### src/verilog/urb_consts.svh
// Register offsets, field positions, reset values and sampling constants of the receiver
`ifndef URB_CONSTS_SVH
`define URB_CONSTS_SVH

// Register byte offsets (word aligned)
`define URB_OFF_STATUS_A   4'h0
`define URB_OFF_CONTROL_B  4'h4
`define URB_OFF_CONTROL_C  4'h8
`define URB_OFF_DATA       4'hc
`define URB_OFF_BAUD       4'h0

// control_status_a bits
`define URB_A_RXC          7
`define URB_A_FE           4
`define URB_A_DOR          3
`define URB_A_UPE          2
`define URB_A_U2X          1
// control_status_b bits
`define URB_B_RX_COMPLETE_INT_ENABLE        7
`define URB_B_RECEIVER_ENABLE_BIT         4
`define URB_B_NINTH_RX_BIT         1
`define URB_B_UCSZ2        2
`define URB_B_GIE          0
// control_status_c bits
`define URB_C_PEN          5
`define URB_C_PODD         4
`define URB_C_STOP_BITS_SELECT         3
`define URB_C_CSZ_HI       2
`define URB_C_CSZ_LO       1

// Reset values
`define URB_RST_B          8'h00
`define URB_RST_C          8'h06
`define URB_RST_BAUD       12'h000

// Sampling constants
`define URB_OVS_NORMAL     5'h10
`define URB_OVS_DOUBLE     5'h08
`define URB_VOTE_NORMAL    5'h08
`define URB_VOTE_DOUBLE    5'h04
`define URB_CSZ_NINE       3'h7
`define URB_BUF_DEPTH      2

`endif

### src/verilog/urb_pkg.sv
// Types shared by the receiver design
package urb_pkg;
  typedef enum logic [4:0] {
    URB_IDLE  = 5'b00001,
    URB_START = 5'b00010,
    URB_DATA  = 5'b00100,
    URB_PAR   = 5'b01000,
    URB_STOP  = 5'b10000
  } urb_state_t;
endpackage : urb_pkg

### src/verilog/urb_receiver.sv
// Asynchronous serial receiver with two-entry buffer and Wishbone register slave
`include "urb_consts.svh"

// Summary of operation
// - Complete flag is one while buffer holds an unread character, else zero.
// - Clearing receiver enable empties the buffer so complete flag reads zero.
// - Complete interrupt asserted while flag, its enable and global enable set.
// - Data register read pops oldest character; software reads it to clear.
// - Error status stored with each character; read status before data.
// - Software writes to the three error flag positions are ignored.
// - Error flags never raise an interrupt request.
// - Frame error shows first stop bit of next readable frame, one if low.
// - Only first stop bit checked for framing; extra stop bits ignored.
// - Overrun when buffer full, shifter holds character, new start bit seen.
// - Overrun indication clears when a frame moves into the buffer.
// - Parity checked only when enabled; type bit selects odd or even.
// - Parity error set only if checking enabled at arrival and mismatched.
// - A character received with parity checking disabled has its parity error flag zero.
// - Disabling receiver acts at once, drops frame and buffered data.
// - Line sampled at 16x baud normally, 8x in double speed.
// - Start bit checked at samples 8-10 or 4-6; rejected if two high.
// - Each bit decided by majority of three centre samples.
// - After first stop bit the frame moves from shifter to buffer.
// - Ninth bit presented from buffer in control bit; read before data.
module urb_receiver
#(
  parameter int BAUD_W = 12
)
(
  // Clock and reset
  input  wire logic        i_sys_clk,
  input  wire logic        i_rst,
  // Wishbone slave
  input  wire logic        i_wb_cyc,
  input  wire logic        i_wb_stb,
  input  wire logic        i_wb_we,
  input  wire logic [3:0]  i_wb_adr,
  input  wire logic [3:0]  i_wb_sel,
  input  wire logic [31:0] i_wb_dat,
  output logic      [31:0] o_wb_dat,
  output logic             o_wb_ack,
  // Serial line and port handover
  input  wire logic        i_rxd,
  output logic             o_rx_pin_owned,
  // Interrupt request
  output logic             o_rx_irq,
  // Extra baud divider register selected by address bit 4 is not used; divider below
  output logic             o_overrun_event
);
  import urb_pkg::*;

  ////////////////////////////////////////////////////////////////////////////////
  // Registers
  logic [7:0]        ctrl_b_reg;
  logic [7:0]        ctrl_c_reg;
  logic              u2x_reg;
  logic [BAUD_W-1:0] baud_reg;
  logic              receiver_enable_bit;
  logic              rd_data;
  logic              wb_req;

  assign receiver_enable_bit   = ctrl_b_reg[`URB_B_RECEIVER_ENABLE_BIT];
  assign wb_req = i_wb_cyc && i_wb_stb && !o_wb_ack;
  assign rd_data = wb_req && !i_wb_we && (i_wb_adr == `URB_OFF_DATA);

  // Baud divider lives in the upper half of control_c's word
  always_ff @(posedge i_sys_clk)
  begin
    if (i_rst)
    begin
      ctrl_b_reg <= `URB_RST_B;
      ctrl_c_reg <= `URB_RST_C;
      u2x_reg    <= 1'b0;
      baud_reg   <= `URB_RST_BAUD;
    end
    else if (wb_req && i_wb_we)
    begin
      unique case (i_wb_adr)
        `URB_OFF_STATUS_A:  if (i_wb_sel[0]) u2x_reg <= i_wb_dat[`URB_A_U2X];
        `URB_OFF_CONTROL_B: if (i_wb_sel[0]) ctrl_b_reg <= i_wb_dat[7:0];
        `URB_OFF_CONTROL_C:
        begin
          if (i_wb_sel[0]) ctrl_c_reg <= i_wb_dat[7:0];
          if (i_wb_sel[2]) baud_reg <= i_wb_dat[16 +: BAUD_W];
        end
        default: ;
      endcase
    end
  end

  ////////////////////////////////////////////////////////////////////////////////
  // Line synchroniser and sample tick
  logic rxd_s;
  urb_sync u_sync
  (
    .i_sys_clk (i_sys_clk),
    .i_rst     (i_rst),
    .i_async   (i_rxd),
    .o_sync    (rxd_s)
  );

  logic [BAUD_W-1:0] div_reg;
  logic              tick;
  assign tick = (div_reg == '0);
  // Tick runs at 16x (or 8x) baud; software picks the divider
  always_ff @(posedge i_sys_clk)
  begin
    if (i_rst || !receiver_enable_bit)
      div_reg <= '0;
    else if (tick)
      div_reg <= baud_reg;
    else
      div_reg <= div_reg - 1'b1;
  end

  ////////////////////////////////////////////////////////////////////////////////
  // Recovery state machine
  urb_state_t  state_reg;
  logic [4:0]  samp_reg;
  logic [3:0]  bit_reg;
  logic [2:0]  vote_reg;
  logic [8:0]  shift_reg;
  logic        par_bit_reg;
  logic        rxd_d_reg;
  logic        frame_done;
  logic        stop_bit;
  logic [4:0]  ovs;
  logic [4:0]  vote_at;
  logic [3:0]  nbits;
  logic        maj;
  logic        pen;

  assign ovs     = u2x_reg ? `URB_OVS_DOUBLE : `URB_OVS_NORMAL;
  assign vote_at = u2x_reg ? `URB_VOTE_DOUBLE : `URB_VOTE_NORMAL;
  assign pen     = ctrl_c_reg[`URB_C_PEN];

  function automatic logic [3:0] char_bits(input logic [2:0] csz);
    unique case (csz)
      3'h0: char_bits = 4'h5;
      3'h1: char_bits = 4'h6;
      3'h2: char_bits = 4'h7;
      3'h7: char_bits = 4'h9;
      default: char_bits = 4'h8;
    endcase
  endfunction : char_bits

  assign nbits = char_bits({ctrl_b_reg[`URB_B_UCSZ2],
                            ctrl_c_reg[`URB_C_CSZ_HI:`URB_C_CSZ_LO]});
  // Two or more of three samples win
  assign maj = (vote_reg[0] & vote_reg[1]) | (vote_reg[1] & vote_reg[2])
             | (vote_reg[0] & vote_reg[2]);

  logic samp_end;  // Last of the three centre samples taken
  assign samp_end = tick && (samp_reg == vote_at + 5'h2);

  always_ff @(posedge i_sys_clk)
  begin
    if (i_rst || !receiver_enable_bit)
    begin
      state_reg <= URB_IDLE;
      samp_reg  <= '0;
      bit_reg   <= '0;
      vote_reg  <= '0;
      shift_reg <= '0;
      par_bit_reg <= 1'b0;
      rxd_d_reg <= 1'b1;
    end
    else if (tick)
    begin
      rxd_d_reg <= rxd_s;
      if (samp_reg >= vote_at && samp_reg <= vote_at + 5'h2)
        vote_reg <= {rxd_s, vote_reg[2:1]};
      unique case (state_reg)
        URB_IDLE:
          if (rxd_d_reg && !rxd_s)
          begin
            state_reg <= URB_START;
            samp_reg  <= 5'h2;  // The first low sample counts as sample 1
          end
        URB_START:
          if (samp_end)
          begin
            state_reg <= ((rxd_s & vote_reg[2]) | (vote_reg[2] & vote_reg[1])
                          | (rxd_s & vote_reg[1])) ? URB_IDLE : URB_START;
            samp_reg  <= samp_reg + 1'b1;
            bit_reg   <= '0;
          end
          else if (samp_reg == ovs)
          begin
            state_reg <= URB_DATA;
            samp_reg  <= 5'h1;
          end
          else
            samp_reg <= samp_reg + 1'b1;
        URB_DATA, URB_PAR, URB_STOP:
        begin
          samp_reg <= (samp_reg == ovs) ? 5'h1 : samp_reg + 1'b1;
          if (samp_reg == ovs)
          begin
            if (state_reg == URB_DATA)
            begin
              shift_reg <= {maj, shift_reg[8:1]};
              bit_reg   <= bit_reg + 1'b1;
              if (bit_reg == nbits - 4'h1)
                state_reg <= pen ? URB_PAR : URB_STOP;
            end
            else if (state_reg == URB_PAR)
            begin
              par_bit_reg <= maj;
              state_reg   <= URB_STOP;
            end
          end
          if (state_reg == URB_STOP && tick && samp_reg == vote_at + 5'h3)
            state_reg <= URB_IDLE;
        end
        default: state_reg <= URB_IDLE;
      endcase
    end
  end

  // Stop bit decided one sample after its vote; new start may follow at once
  assign frame_done = tick && state_reg == URB_STOP && samp_reg == vote_at + 5'h3;
  assign stop_bit   = maj;

  // Assemble the frame with masked upper bits and its status
  logic [8:0] frame_data;
  logic       frame_pe;
  always_comb
  begin
    frame_data = shift_reg >> (4'h9 - nbits);
    frame_pe   = 1'b0;
    if (pen)
      frame_pe = (^frame_data) ^ par_bit_reg ^ ctrl_c_reg[`URB_C_PODD];
  end

  ////////////////////////////////////////////////////////////////////////////////
  // Two-entry buffer plus waiting shifter slot
  logic [11:0] buf_reg [`URB_BUF_DEPTH];  // {pe, dor, fe, data[8:0]}
  logic [1:0]  cnt_reg;
  logic        rp_reg;
  logic        wp_reg;
  logic        hold_reg;   // Character parked in shift register, buffer full
  logic [11:0] hold_data_reg;
  logic        dor_pend_reg;
  logic        push;
  logic [11:0] push_word;
  logic        pop;

  assign pop  = rd_data && cnt_reg != 2'h0;
  assign push = (frame_done && !hold_reg && (cnt_reg != 2'h2 || pop))
              || (hold_reg && pop);
  assign push_word = hold_reg ? hold_data_reg
                   : {frame_pe, dor_pend_reg, !stop_bit, frame_data};

  always_ff @(posedge i_sys_clk)
  begin
    if (i_rst || !receiver_enable_bit)
    begin
      cnt_reg  <= '0;
      rp_reg   <= 1'b0;
      wp_reg   <= 1'b0;
      hold_reg <= 1'b0;
      hold_data_reg <= '0;
      dor_pend_reg  <= 1'b0;
      for (int i = 0; i < `URB_BUF_DEPTH; i++)
        buf_reg[i] <= '0;
    end
    else
    begin
      if (push)
      begin
        buf_reg[wp_reg] <= push_word;
        wp_reg <= ~wp_reg;
      end
      if (pop)
        rp_reg <= ~rp_reg;
      cnt_reg <= cnt_reg + {1'b0, push} - {1'b0, pop};
      if (hold_reg && pop)
        hold_reg <= 1'b0;
      // A frame finishing while one is parked is the lost one; the parked one is kept
      else if (frame_done && !push && !hold_reg)
      begin
        hold_reg      <= 1'b1;
        hold_data_reg <= {frame_pe, dor_pend_reg, !stop_bit, frame_data};
      end
      // Full buffer, parked character, new start: frames get lost
      if (hold_reg && tick && state_reg == URB_IDLE && rxd_d_reg && !rxd_s)
        dor_pend_reg <= 1'b1;
      else if (push)
        dor_pend_reg <= 1'b0;
      if (hold_reg && tick && state_reg == URB_IDLE && rxd_d_reg && !rxd_s)
        hold_data_reg[10] <= 1'b1;
    end
  end

  ////////////////////////////////////////////////////////////////////////////////
  // Read mux, ack and outputs
  logic [11:0] head;
  logic        rx_complete_flag;
  assign head = buf_reg[rp_reg];
  assign rx_complete_flag  = (cnt_reg != 2'h0);

  always_ff @(posedge i_sys_clk)
  begin
    if (i_rst)
    begin
      o_wb_ack <= 1'b0;
      o_wb_dat <= '0;
    end
    else
    begin
      o_wb_ack <= wb_req;
      o_wb_dat <= '0;
      if (wb_req && !i_wb_we)
      begin
        unique case (i_wb_adr)
          `URB_OFF_STATUS_A:
          begin
            o_wb_dat[`URB_A_RXC] <= rx_complete_flag;
            o_wb_dat[`URB_A_FE]  <= rx_complete_flag & head[9];
            o_wb_dat[`URB_A_DOR] <= rx_complete_flag & head[10];
            o_wb_dat[`URB_A_UPE] <= rx_complete_flag & head[11];
            o_wb_dat[`URB_A_U2X] <= u2x_reg;
          end
          `URB_OFF_CONTROL_B:
          begin
            o_wb_dat[7:0] <= ctrl_b_reg;
            o_wb_dat[`URB_B_NINTH_RX_BIT] <= rx_complete_flag & head[8];
          end
          `URB_OFF_CONTROL_C:
          begin
            o_wb_dat[7:0] <= ctrl_c_reg;
            o_wb_dat[16 +: BAUD_W] <= baud_reg;
          end
          `URB_OFF_DATA: o_wb_dat[7:0] <= rx_complete_flag ? head[7:0] : 8'h00;
          default: ;
        endcase
      end
    end
  end

  always_ff @(posedge i_sys_clk)
  begin
    if (i_rst)
    begin
      o_rx_irq        <= 1'b0;
      o_rx_pin_owned  <= 1'b0;
      o_overrun_event <= 1'b0;
    end
    else
    begin
      // Only the complete flag requests service
      o_rx_irq <= rx_complete_flag && ctrl_b_reg[`URB_B_RX_COMPLETE_INT_ENABLE] && ctrl_b_reg[`URB_B_GIE];
      o_rx_pin_owned  <= receiver_enable_bit;
      o_overrun_event <= hold_reg && tick && state_reg == URB_IDLE && rxd_d_reg && !rxd_s;
    end
  end
endmodule : urb_receiver

### src/verilog/urb_sync.sv
// Two-flop synchroniser for the receive pin
module urb_sync
(
  // Clock and reset
  input  wire logic i_sys_clk,
  input  wire logic i_rst,
  // Asynchronous level in, synchronised level out
  input  wire logic i_async,
  output logic      o_sync
);
  logic meta_reg;

  always_ff @(posedge i_sys_clk)
  begin
    if (i_rst)
    begin
      meta_reg <= 1'b1;
      o_sync   <= 1'b1;
    end
    else
    begin
      meta_reg <= i_async;
      o_sync   <= meta_reg;
    end
  end
endmodule : urb_sync

### config.mk
export PLATFORM = sky130hd
export DESIGN_NAME = urb_receiver
export DESIGN_NICKNAME = d
export VERILOG_FILES = /design/src/verilog/urb_pkg.sv /design/src/verilog/urb_receiver.sv /design/src/verilog/urb_sync.sv
export VERILOG_INCLUDE_DIRS = /design/src /design/src/verilog
export SDC_FILE = /design/constraint.sdc
export NUM_CORES = 1
export LEC_CHECK = 0
export BUFFER_PORTS_ARGS = -buffer_cell sky130_fd_sc_hd__buf_4
export CAP_MARGIN = 20
export CORE_MARGIN = 5
export CORE_UTILIZATION = 45
export CTS_BUF_LIST = sky130_fd_sc_hd__clkbuf_8
export DETAILED_ROUTE_END_ITERATION = 7
export PLACE_DENSITY = 0.64
export RECOVER_POWER = 100
export SYNTH_ARGS = -nofsm -noshare
export SYNTH_HDL_FRONTEND = slang
export SYNTH_SLANG_ARGS = --single-unit
export TNS_END_PERCENT = 30
### constraint.sdc
create_clock -name i_sys_clk -period 4 [get_ports i_sys_clk]
set_clock_uncertainty 0.2 [all_clocks]
set_input_delay 0.4 -clock i_sys_clk [delete_from_list [all_inputs] [get_ports i_sys_clk]]
set_output_delay 0.4 -clock i_sys_clk [all_outputs]
set_load 0.1 [all_outputs]
==> metrics.txt, run 1 <==
DRC viols 0; max_cap viols 0; Total Power about 0.0027 W; commonest non-fill, non-tap cells in the layout nor2_1 (134), dfxtp_1 (113), nand2_1 (65); Reg clk slew, reported paths about 0.090 ns; vias in the first global route between 5k and 6k; max reg flops 24; post-synthesis register bit count 137; Setup CP Type register to register; Peak VDD IR between 0.2 and 0.25 mV; Detail Placement HPWL approximately 11000 um; crit path cell chain buf_4 > a21oi_1 > inv_1 > ha_1 > a2111oi_0 > o211ai_1 > o311ai_1 > xnor3_1 > xnor2_1 > a22oi_1 > nor2_1; drt total wl about 16000 um; Rows between 40 and 50; Root Buffer clkbuf_8; WP data arrival 3.60 ns; gpl congestion around 0.9; total global routing overflow 0; Seq/Total Area, Yosys 0.434; setup_tns 0 ns; Slew Viols, Final 0; Avg Cell Area, Syn approximately 8.9 um2; ant diodes 0; clock buffer count from CTS 17; die area 17800 um2; Slew @ Worst Pin between 1 and 1.5 ns; Distinct cells, synth a little over 70; Yosys warnings 0; WL/cell roughly 15 um; Max Freq about 280 MHz; drt pass-1 iters 5; fin crit period around 3.6 ns; Max clock buf depth 2; Final Cycle Share 0.904; initial antenna violation count 0; Syn Inst Count 776; critical path's top delay family compound AO/OA/AOI/OAI gates; Critical Path RT 3.98 ns; Top FF cell, synth dfxtp_1; DRT iter0 DRCs around 350; Worst slew margin 0.192; sum of buffers and inverters on the critical path 2; post-route ant nets 0; H-tree depth 4; cell area after synthesis between 6000 and 7000 um2; post-CTS sizing 0; Die X-Extent 134 um; setup violators final 0; EDFF count, synth 24; setup repair after global routing missed its margin false; Async S/R FF share, synth 0; Crit path largest cell delay 0.50 ns; leading cell type in the layout, fill and taps excluded nor2_1; PwrDens around 340 nW/um2; Ports between 80 and 90; clk sinks approximately 140; Leak Pwr 2.92 nW; Critical Path Fanout Max 24; share of cells above drive strength 1 0.109; Die H between 100 and 150 um; Nets 890; critical path startpoint category register; port bufs 55; Crit. End Element register; Post-CTS Setup Inserts 0; Fin. Hold Viols 0; worst skew pair latency about 0.46 ns; overall fraction of global-route tracks in use 0.175; via count approximately 5.6k; DR vias/cell around 5.4; hold_buf cts 18; largest net degree at the start of global routing 57; CP max stage cell xnor3_1; first-pass GRT wire length ~26000 um; Worst Hold Class primary input to register; core area around 15000 um2; initial core utilization 0.455; CTS tree done; Area Overhead vs Synth 13.5%; status finished, final reports clean
## through the flow
stage                     utilization  instances  area [um2]  setup WS, ns  hold slack, ns
after CTS                       0.527       1034        7950         0.439         0.00346
after global placement          0.488        984        7360         0.521           0.209
final                           0.517       1034        7800         0.385          0.0194
after global routing            0.517       1034        7800         0.199         0.00137
after detailed placement        0.488        984        7360         0.486           0.205
after floorplan                     -        787        6910         0.569           0.189
## final timing paths
path	from	to	slack [ns]	cells past startpoint
hold / removal	i_wb_dat[26]	baud_reg[10]	0.02	3
setup / recovery	ctrl_c_reg[2]	buf_reg[0][11]	0.38	11
hold reg to reg	u_sync.meta_reg	u_sync.o_sync	0.23	1
setup reg to reg	ctrl_c_reg[2]	buf_reg[0][11]	0.38	11
## logic make-up (layout without fill, tap and decap cells)
kind of cell             after synthesis  after routing  synth area share
AO/OA/AOI/OAI                        144            144             0.139
XOR/XNOR                              23             23            0.0313
adder cells (fa/ha/maj)               13             13            0.0229
buffers and inverters                 77            136            0.0535
flip-flops                           137            137             0.434
multiplexers                          62             62            0.0918
other                                  1             12          0.000546
AND/OR/NAND/NOR                      319            319             0.227
## cell usage after synthesis (16+ instances only)
cell,instances,area share
edfxtp_1,24,0.10
nand3_1,17,0.012
clkbuf_1,27,0.015
mux2i_1,54,0.079
nor2_1,133,0.073
inv_1,18,0.0098
dfxtp_1,113,0.33
nand2_1,65,0.035
a21oi_1,56,0.041
buf_4,16,0.017
nor3_1,20,0.015
o21ai_0,17,0.012
and2_1,18,0.016
## where the power goes
part / switching, W / internal (W)
clock: 0.000618 / 0.000528
sequential: 0.00000162 / 0.00140
combinational: 0.0000852 / 0.0000416
total: 0.000705 / 0.00197
## metal layers
layer  global-route usage  vias to the layer above  routed length [um]
met5                    0                        -                   0
met1                0.227                     2606                7480
met3               0.0438                       19                 701
met2                0.291                      132                7280
met4               0.0469                        0                 160
li1                     -                     2823                   -
## area by class of cell
| class | count | area, um2 |
|---|---|---|
| multi-input combinational | 573 | 3530 |
| clock buffer | 17 | 234 |
| timing repair buffer | 86 | 578 |
| sequential | 137 | 2980 |
| inverter | 18 | 67.6 |
| clock inverter | 15 | 174 |
| tap | 188 | 235 |
| fill | 1404 | 7290 |
## tightest hold or removal path, delay by kind of cell
kind | cells | cell delay, ns
AO/OA/AOI/OAI | 1 | 0.06
buffers and inverters | 1 | 0.11
AND/OR/NAND/NOR | 1 | 0.06
No activity file was read; power rests on OpenSTA's default activity.
==> inputs of run 2 (changes only) <==
--- a/config.mk
+++ b/config.mk
@@ -6,6 +6,7 @@
 export SDC_FILE = /design/constraint.sdc
 export NUM_CORES = 1
 export LEC_CHECK = 0
+export ABC_AREA = 1
 export BUFFER_PORTS_ARGS = -buffer_cell sky130_fd_sc_hd__buf_4
 export CAP_MARGIN = 20
 export CORE_MARGIN = 5
==> run 2 against run 1 <==
Net effect: setup slack improved by 0.20 ns; die area fell by 1.7%; critical endpoint is now state_reg[4]; the run now ends with capacitance limit, slew limit left; critical path depth rose by 2; sequential share of layout area rose by 0.52 points; clock power barely moved; routed wire length barely moved.
==> metrics.txt, run 2 <==
Syn Inst Count 892 (was 776); Detail Placement HPWL 11200 um (was 11000 um); Ports 82 (unchanged); Worst slew margin -0.140 (was 0.192); leading cell type in the layout, fill and taps excluded nand2_1 (was nor2_1); share of the synthesized area in the top cell type 0.335 (was 0.329); overall fraction of global-route tracks in use 0.181 (was 0.175); Final Cycle Share 0.853 (was 0.904); Die X-Extent 132 um (was 134 um); Distinct cells, synth 45 (was 72); critical path startpoint category register (unchanged); Seq/Total Area, Yosys 0.442 (was 0.434); Synth area leader dfxtp_1 (unchanged); met3 WL 835 um (was 701 um); Crit. End Element register (unchanged); DR vias/cell 4.99 (was 5.40); Reg clk slew, reported paths 0.09 ns (about the same); CP max stage cell inv_1 (was xnor3_1); WP data arrival 3.53 ns (was 3.60 ns); Max Freq 293 MHz (was 277 MHz); Critical Path RT 4.12 ns (was 3.98 ns); vias in the first global route 5290 (was 5370); synth cell count leaders nand2_1 (148), dfxtp_1 (113), nor2_1 (112), inv_1 (104), o21ai_0 (74) (was nor2_1 (133), dfxtp_1 (113), nand2_1 (65), a21oi_1 (56), mux2i_1 (54)); critical path's top delay family simple AND/OR/NAND/NOR gates (was compound AO/OA/AOI/OAI gates); status finished, violations left (was finished, final reports clean); H-tree depth 4 (unchanged); post-synthesis register bit count 137 (unchanged); EDFF count, synth 24 (unchanged); final hold slack 0.0372 ns (was 0.0194 ns); Peak VDD IR 0.189 mV (was 0.214 mV); Setup CP Type register to register (unchanged); Avg Cell Area, Syn 7.57 um2 (was 8.86 um2); via count 5771 (was 5580); Leak Pwr 3.18 nW (was 2.92 nW); Max clock buf depth 2 (unchanged); initial core utilization 0.461 (was 0.455); Nets 1016 (was 890); ranking of synthesized cells by area dfxtp_1 (34%), edfxtp_1 (11%), nand2_1 (8.2%), nor2_1 (6.2%), inv_1 (5.8%) (was dfxtp_1 (33%), edfxtp_1 (10%), mux2i_1 (7.9%), nor2_1 (7.3%), a21oi_1 (4.1%)); total global routing overflow 0 (unchanged); Rows 44 (was 45); Yosys warnings 0 (unchanged); WL/cell 13.5 um (was 15.1 um); drt pass-1 iters 5 (unchanged); initial antenna violation count 0 (unchanged); clk sinks 137 (unchanged); setup repair after global routing missed its margin false (unchanged); fin crit period 3.41 ns (was 3.62 ns); Top Layer Used met4 (unchanged); Total Power 0.00271 W (was 0.00267 W); core area 14600 um2 (was 15100 um2); post-route ant nets 0 (unchanged); count leader, synth nand2_1 (was nor2_1); max_cap viols 1 (was 0); PwrDens 352 nW/um2 (was 343 nW/um2); sum of buffers and inverters on the critical path 2 (unchanged); crit path cell chain inv_1 > ha_1 > nand3_2 > nor2_4 > nand2_2 > nor2_4 > nand2_1 > inv_1 > nand4_1 > a21boi_0 > o221ai_1 > o21ai_0 > nor2_1 (was buf_4 > a21oi_1 > inv_1 > ha_1 > a2111oi_0 > o211ai_1 > o311ai_1 > xnor3_1 > xnor2_1 > a22oi_1 > nor2_1); Area Overhead vs Synth 14.0% (was 13.5%); failing checks capacitance limit, slew limit; ant diodes 0 (unchanged); DRT iter0 DRCs 421 (was 351); Fin. Hold Viols 0 (unchanged); Root Buffer clkbuf_8 (unchanged); cell area after synthesis 6750 um2 (was 6870 um2); Crit path largest cell delay 0.43 ns (was 0.50 ns); Async S/R FF share, synth 0 (unchanged); max reg flops 24 (unchanged); Slew @ Worst Pin 1.71 ns (was 1.22 ns); DRT met1 WL 7860 um (was 7480 um); drt total wl 15600 um (about the same); setup_tns 0 ns (unchanged); Top FF cell, synth dfxtp_1 (unchanged); commonest non-fill, non-tap cells in the layout nand2_1 (150), dfxtp_1 (113), nor2_1 (112) (was nor2_1 (134), dfxtp_1 (113), nand2_1 (65)); Slew Viols, Final 42 (was 0); post-CTS sizing 0 (unchanged); clock buffer count from CTS 17 (unchanged); Routed met2 length 6670 um (was 7280 um); setup violators final 0 (unchanged); DRC viols 0 (unchanged); Critical Path Fanout Max 12 (was 24); Worst Hold Class primary input to register (unchanged); gpl congestion 0.839 (was 0.899); die area 17500 um2 (was 17800 um2); port bufs 55 (unchanged); share of cells above drive strength 1 0.120 (was 0.109); CTS tree done (unchanged); worst skew pair latency 0.46 ns (about the same); largest net degree at the start of global routing 42 (was 57); first-pass GRT wire length 26200 um (was 25900 um); Die H 132 um (was 134 um)
[run 2: cell families (layout without fill, tap and decap cells)]
logic type               after synthesis  count (layout)  synth area share
AND/OR/NAND/NOR                      390             390             0.266
other                                  1              12          0.000556
adder cells (fa/ha/maj)               11              11            0.0204
buffers and inverters                156             225            0.0986
XOR/XNOR                              18              18            0.0234
multiplexers                           1               1           0.00148
AO/OA/AOI/OAI                        178             178             0.148
flip-flops                           137             137             0.442
[run 2: power breakdown]
part / total [W] / switching, W / internal [W]
combinational: 0.000136 / 0.0000952 / 0.0000411
clock: 0.00117 / 0.000584 / 0.000585
sequential: 0.00140 / 0.00000157 / 0.00140
total: 0.00271 / 0.000680 / 0.00203
[run 2: cell type report]
cell class	count	area (um2)
sequential	137	2980
clock inverter	14	160
timing repair buffer	76	517
clock buffer	18	248
inverter	117	439
fill	1436	6950
multi-input combinational	610	3120
tap	184	230
[run 2: stage by stage]
| stage | setup WS, ns | std cells | area (um2) | util |
|---|---|---|---|---|
| floorplan | 0.914 | 903 | 6790 | - |
| global placement | 0.839 | 1107 | 7240 | 0.494 |
| detailed placement | 0.827 | 1107 | 7240 | 0.494 |
| CTS | 0.817 | 1156 | 7820 | 0.534 |
| global route | 0.247 | 1156 | 7690 | 0.525 |
| finish | 0.587 | 1156 | 7690 | 0.525 |
[run 2: timing repair]
item	4_1_cts	5_1_grt
endpoints found under the hold margin	20	0
setup buffers	0	0
hold buffers	17	0
[run 2: layer usage]
metal / vias to the layer above / global-route usage
met4: 0 / 0.0543
met5: - / 0
met1: 2549 / 0.256
li1: 3044 / -
met3: 18 / 0.0478
met2: 160 / 0.274
[run 2: path summary, 6_finish.rpt]
kind	end	slack (ns)	depth (start not counted)	startpoint
min	u2x_reg	0.04	3	i_wb_sel[0]
max	state_reg[4]	0.59	13	div_reg[0]
max reg2reg	state_reg[4]	0.59	13	div_reg[0]
min reg2reg	u_sync.o_sync	0.21	1	u_sync.meta_reg
[run 2: tightest hold or removal path: stages]
cell     delay (ns)
buf_4          0.11
nand4_1        0.08
a21oi_1        0.06
==> inputs of run 3 (changes only) <==
--- a/config.mk
+++ b/config.mk
@@ -10,11 +10,12 @@
 export BUFFER_PORTS_ARGS = -buffer_cell sky130_fd_sc_hd__buf_4
 export CAP_MARGIN = 20
 export CORE_MARGIN = 5
-export CORE_UTILIZATION = 45
+export CORE_UTILIZATION = 30
 export CTS_BUF_LIST = sky130_fd_sc_hd__clkbuf_8
 export DETAILED_ROUTE_END_ITERATION = 7
-export PLACE_DENSITY = 0.64
+export PLACE_DENSITY = 0.47
 export RECOVER_POWER = 100
+export SLEW_MARGIN = 20
 export SYNTH_ARGS = -nofsm -noshare
 export SYNTH_HDL_FRONTEND = slang
 export SYNTH_SLANG_ARGS = --single-unit
==> run 3 against run 2 <==
Net effect: the run now ends clean; power about the same; routed wire length increased by 10%; final cell count grew 8.3%; critical path type unchanged; critical endpoint is now state_reg[2].
==> metrics.txt, run 3 (synthesized netlist as in run 2, its figures left out) <==
Net Sw Frac 0.259 (was 0.252); vias in the first global route 5536 (was 5290); Crit. End Element register (unchanged); crit path cell chain inv_1 > ha_1 > nand3_1 > nor2_4 > nand2_1 > nor2_4 > nand2_1 > inv_1 > nand4_1 > a21boi_0 > o221ai_1 > o21ai_0 > nor2_1 (was inv_1 > ha_1 > nand3_2 > nor2_4 > nand2_2 > nor2_4 > nand2_1 > inv_1 > nand4_1 > a21boi_0 > o221ai_1 > o21ai_0 > nor2_1); die area 25600 um2 (was 17500 um2); share of cells above drive strength 1 0.118 (was 0.120); dpl ws 0.761 ns (was 0.827 ns); DRC viols 0 (unchanged); Die X-Extent 160 um (was 132 um); post-route ant nets 0 (unchanged); Crit path largest cell delay 0.39 ns (was 0.43 ns); first-pass GRT wire length 28400 um (was 26200 um); Leak Pwr 3.18 nW (about the same); Reg clk slew, reported paths 0.09 ns (about the same); Worst slew margin 0.210 (was -0.140); PwrDens 347 nW/um2 (was 352 nW/um2); CTS tree done (unchanged); ant diodes 0 (unchanged); max_cap viols 0 (was 1); critical path's top delay family simple AND/OR/NAND/NOR gates (unchanged); Peak VDD IR 0.147 mV (was 0.189 mV); Worst Hold Class primary input to register (unchanged); Die H 160 um (was 132 um); Internal 0.00201 W (was 0.00203 W); via count 5797 (was 5771); Area Overhead vs Synth 15.4% (was 14.0%); clock buffer count from CTS 17 (unchanged); Fin. Hold Viols 0 (unchanged); post-CTS sizing 0 (unchanged); clk sinks 137 (unchanged); Ports 82 (unchanged); Rows 54 (was 44); Max Freq 298 MHz (was 293 MHz); Slew @ Worst Pin 1.19 ns (was 1.71 ns); Psw 0.000700 W (was 0.000680 W); status finished, final reports clean (was finished, violations left); setup repair after global routing missed its margin false (unchanged); Root Buffer clkbuf_8 (unchanged); Max clock buf depth 2 (unchanged); Slew Viols, Final 0 (was 42); fin crit period 3.35 ns (was 3.41 ns); Critical Path Fanout Max 12 (unchanged); sum of buffers and inverters on the critical path 2 (unchanged); Final Cycle Share 0.838 (was 0.853); setup violators final 0 (unchanged); DRT iter0 DRCs 216 (was 421); largest net degree at the start of global routing 41 (was 42); Reg power frac 0.518 (was 0.517); Critical Path RT 4.14 ns (was 4.12 ns); CP max stage cell inv_1 (unchanged); Detail Placement HPWL 12600 um (was 11200 um); worst skew pair latency 0.45 ns (was 0.46 ns); DR vias/cell 4.63 (was 4.99); drt total wl 17300 um (was 15600 um); max reg flops 24 (unchanged); WP data arrival 3.49 ns (was 3.53 ns); initial antenna violation count 0 (unchanged); leading cell type in the layout, fill and taps excluded nand2_1 (unchanged); Final WS setup 0.647 ns (was 0.587 ns); drt pass-1 iters 5 (unchanged); initial core utilization 0.307 (was 0.461); Setup CP Type register to register (unchanged); Nets 1016 (unchanged); critical path startpoint category register (unchanged); combinational fraction of design power 0.051 (was 0.050); port bufs 55 (unchanged); WL/cell 13.8 um (was 13.5 um); core area 22000 um2 (was 14600 um2); commonest non-fill, non-tap cells in the layout nand2_1 (150), nor2_1 (114), dfxtp_1 (113) (was nand2_1 (150), dfxtp_1 (113), nor2_1 (112)); Clk network pwr share 0.432 (about the same); total global routing overflow 0 (unchanged); overall fraction of global-route tracks in use 0.135 (was 0.181); H-tree depth 4 (unchanged); gpl congestion 0.777 (was 0.839); setup_tns 0 ns (unchanged)
run 3: cell types whose count changed in the layout (fill, tap and decap cells not counted), sizes merged:
cell	delta
buf	+2
clkbuf	-2
clkinvlp	+1
dlygate4sd3	-1
run 3: per-stage QoR:
stage	hold slack, ns	std cells	instance area (um2)	power [W]	utilization
3_5_place_dp	0.198	1204	7370	0.00156	0.335
4_1_cts	0.000214	1252	7930	0.00275	0.361
6_report	0.0397	1252	7790	0.00271	0.355
3_3_place_gp	0.205	1204	7370	0.00156	0.335
5_1_grt	0.0108	1252	7790	0.00280	0.355
2_1_floorplan	0.189	903	6790	0.00153	-
run 3: worst paths after layout:
path                        start             to  slack, ns  depth (start not counted)
hold / removal       i_wb_dat[21]    baud_reg[5]       0.04                          3
hold reg to reg   u_sync.meta_reg  u_sync.o_sync       0.22                          1
setup reg to reg       div_reg[0]   state_reg[2]       0.65                         13
setup / recovery       div_reg[0]   state_reg[2]       0.65                         13
run 3: final cells by class:
| class | instances | area (um2) |
|---|---|---|
| clock inverters | 15 | 164 |
| multi-input cells | 610 | 3100 |
| well taps | 280 | 350 |
| flip-flops and latches | 137 | 2980 |
| clock buffers | 17 | 234 |
| repair buffers | 76 | 513 |
| fillers | 2380 | 14200 |
| inverters | 117 | 439 |
run 3: power groups by stage:
| stage | Combinational, W | Sequential (W) | Clock, W |
|---|---|---|---|
| 2_1_floorplan | 0.0000930 | 0.00144 | 0 |
| 3_3_place_gp | 0.000126 | 0.00143 | 0 |
| 3_5_place_dp | 0.000125 | 0.00143 | 0 |
| 4_1_cts | 0.000138 | 0.00140 | 0.00121 |
| 5_1_grt | 0.000147 | 0.00140 | 0.00126 |
| 6_report | 0.000137 | 0.00140 | 0.00117 |
run 3: worst reg2reg max path: cells and delay by family (launching register included):
kind | cells | cell delay [ns]
buffers and inverters | 2 | 0.48
AND/OR/NAND/NOR | 7 | 1.19
flip-flops | 1 | 0.32
adder cells (fa/ha/maj) | 1 | 0.19
AO/OA/AOI/OAI | 3 | 0.86
run 3: layer usage:
metal	vias to the layer above	part of all wire	global-route usage
met1	2621	0.50	0.186
met5	-	0	0
li1	3044	-	-
met4	0	0.015	0.0407
met3	19	0.043	0.0343
met2	113	0.44	0.211
run 3: what timing repair did:
action | 4_1_cts | 5_1_grt
hold buffers | 16 | 0
hold endpoints to repair | 19 | 0
buffers inserted | 0 | 0
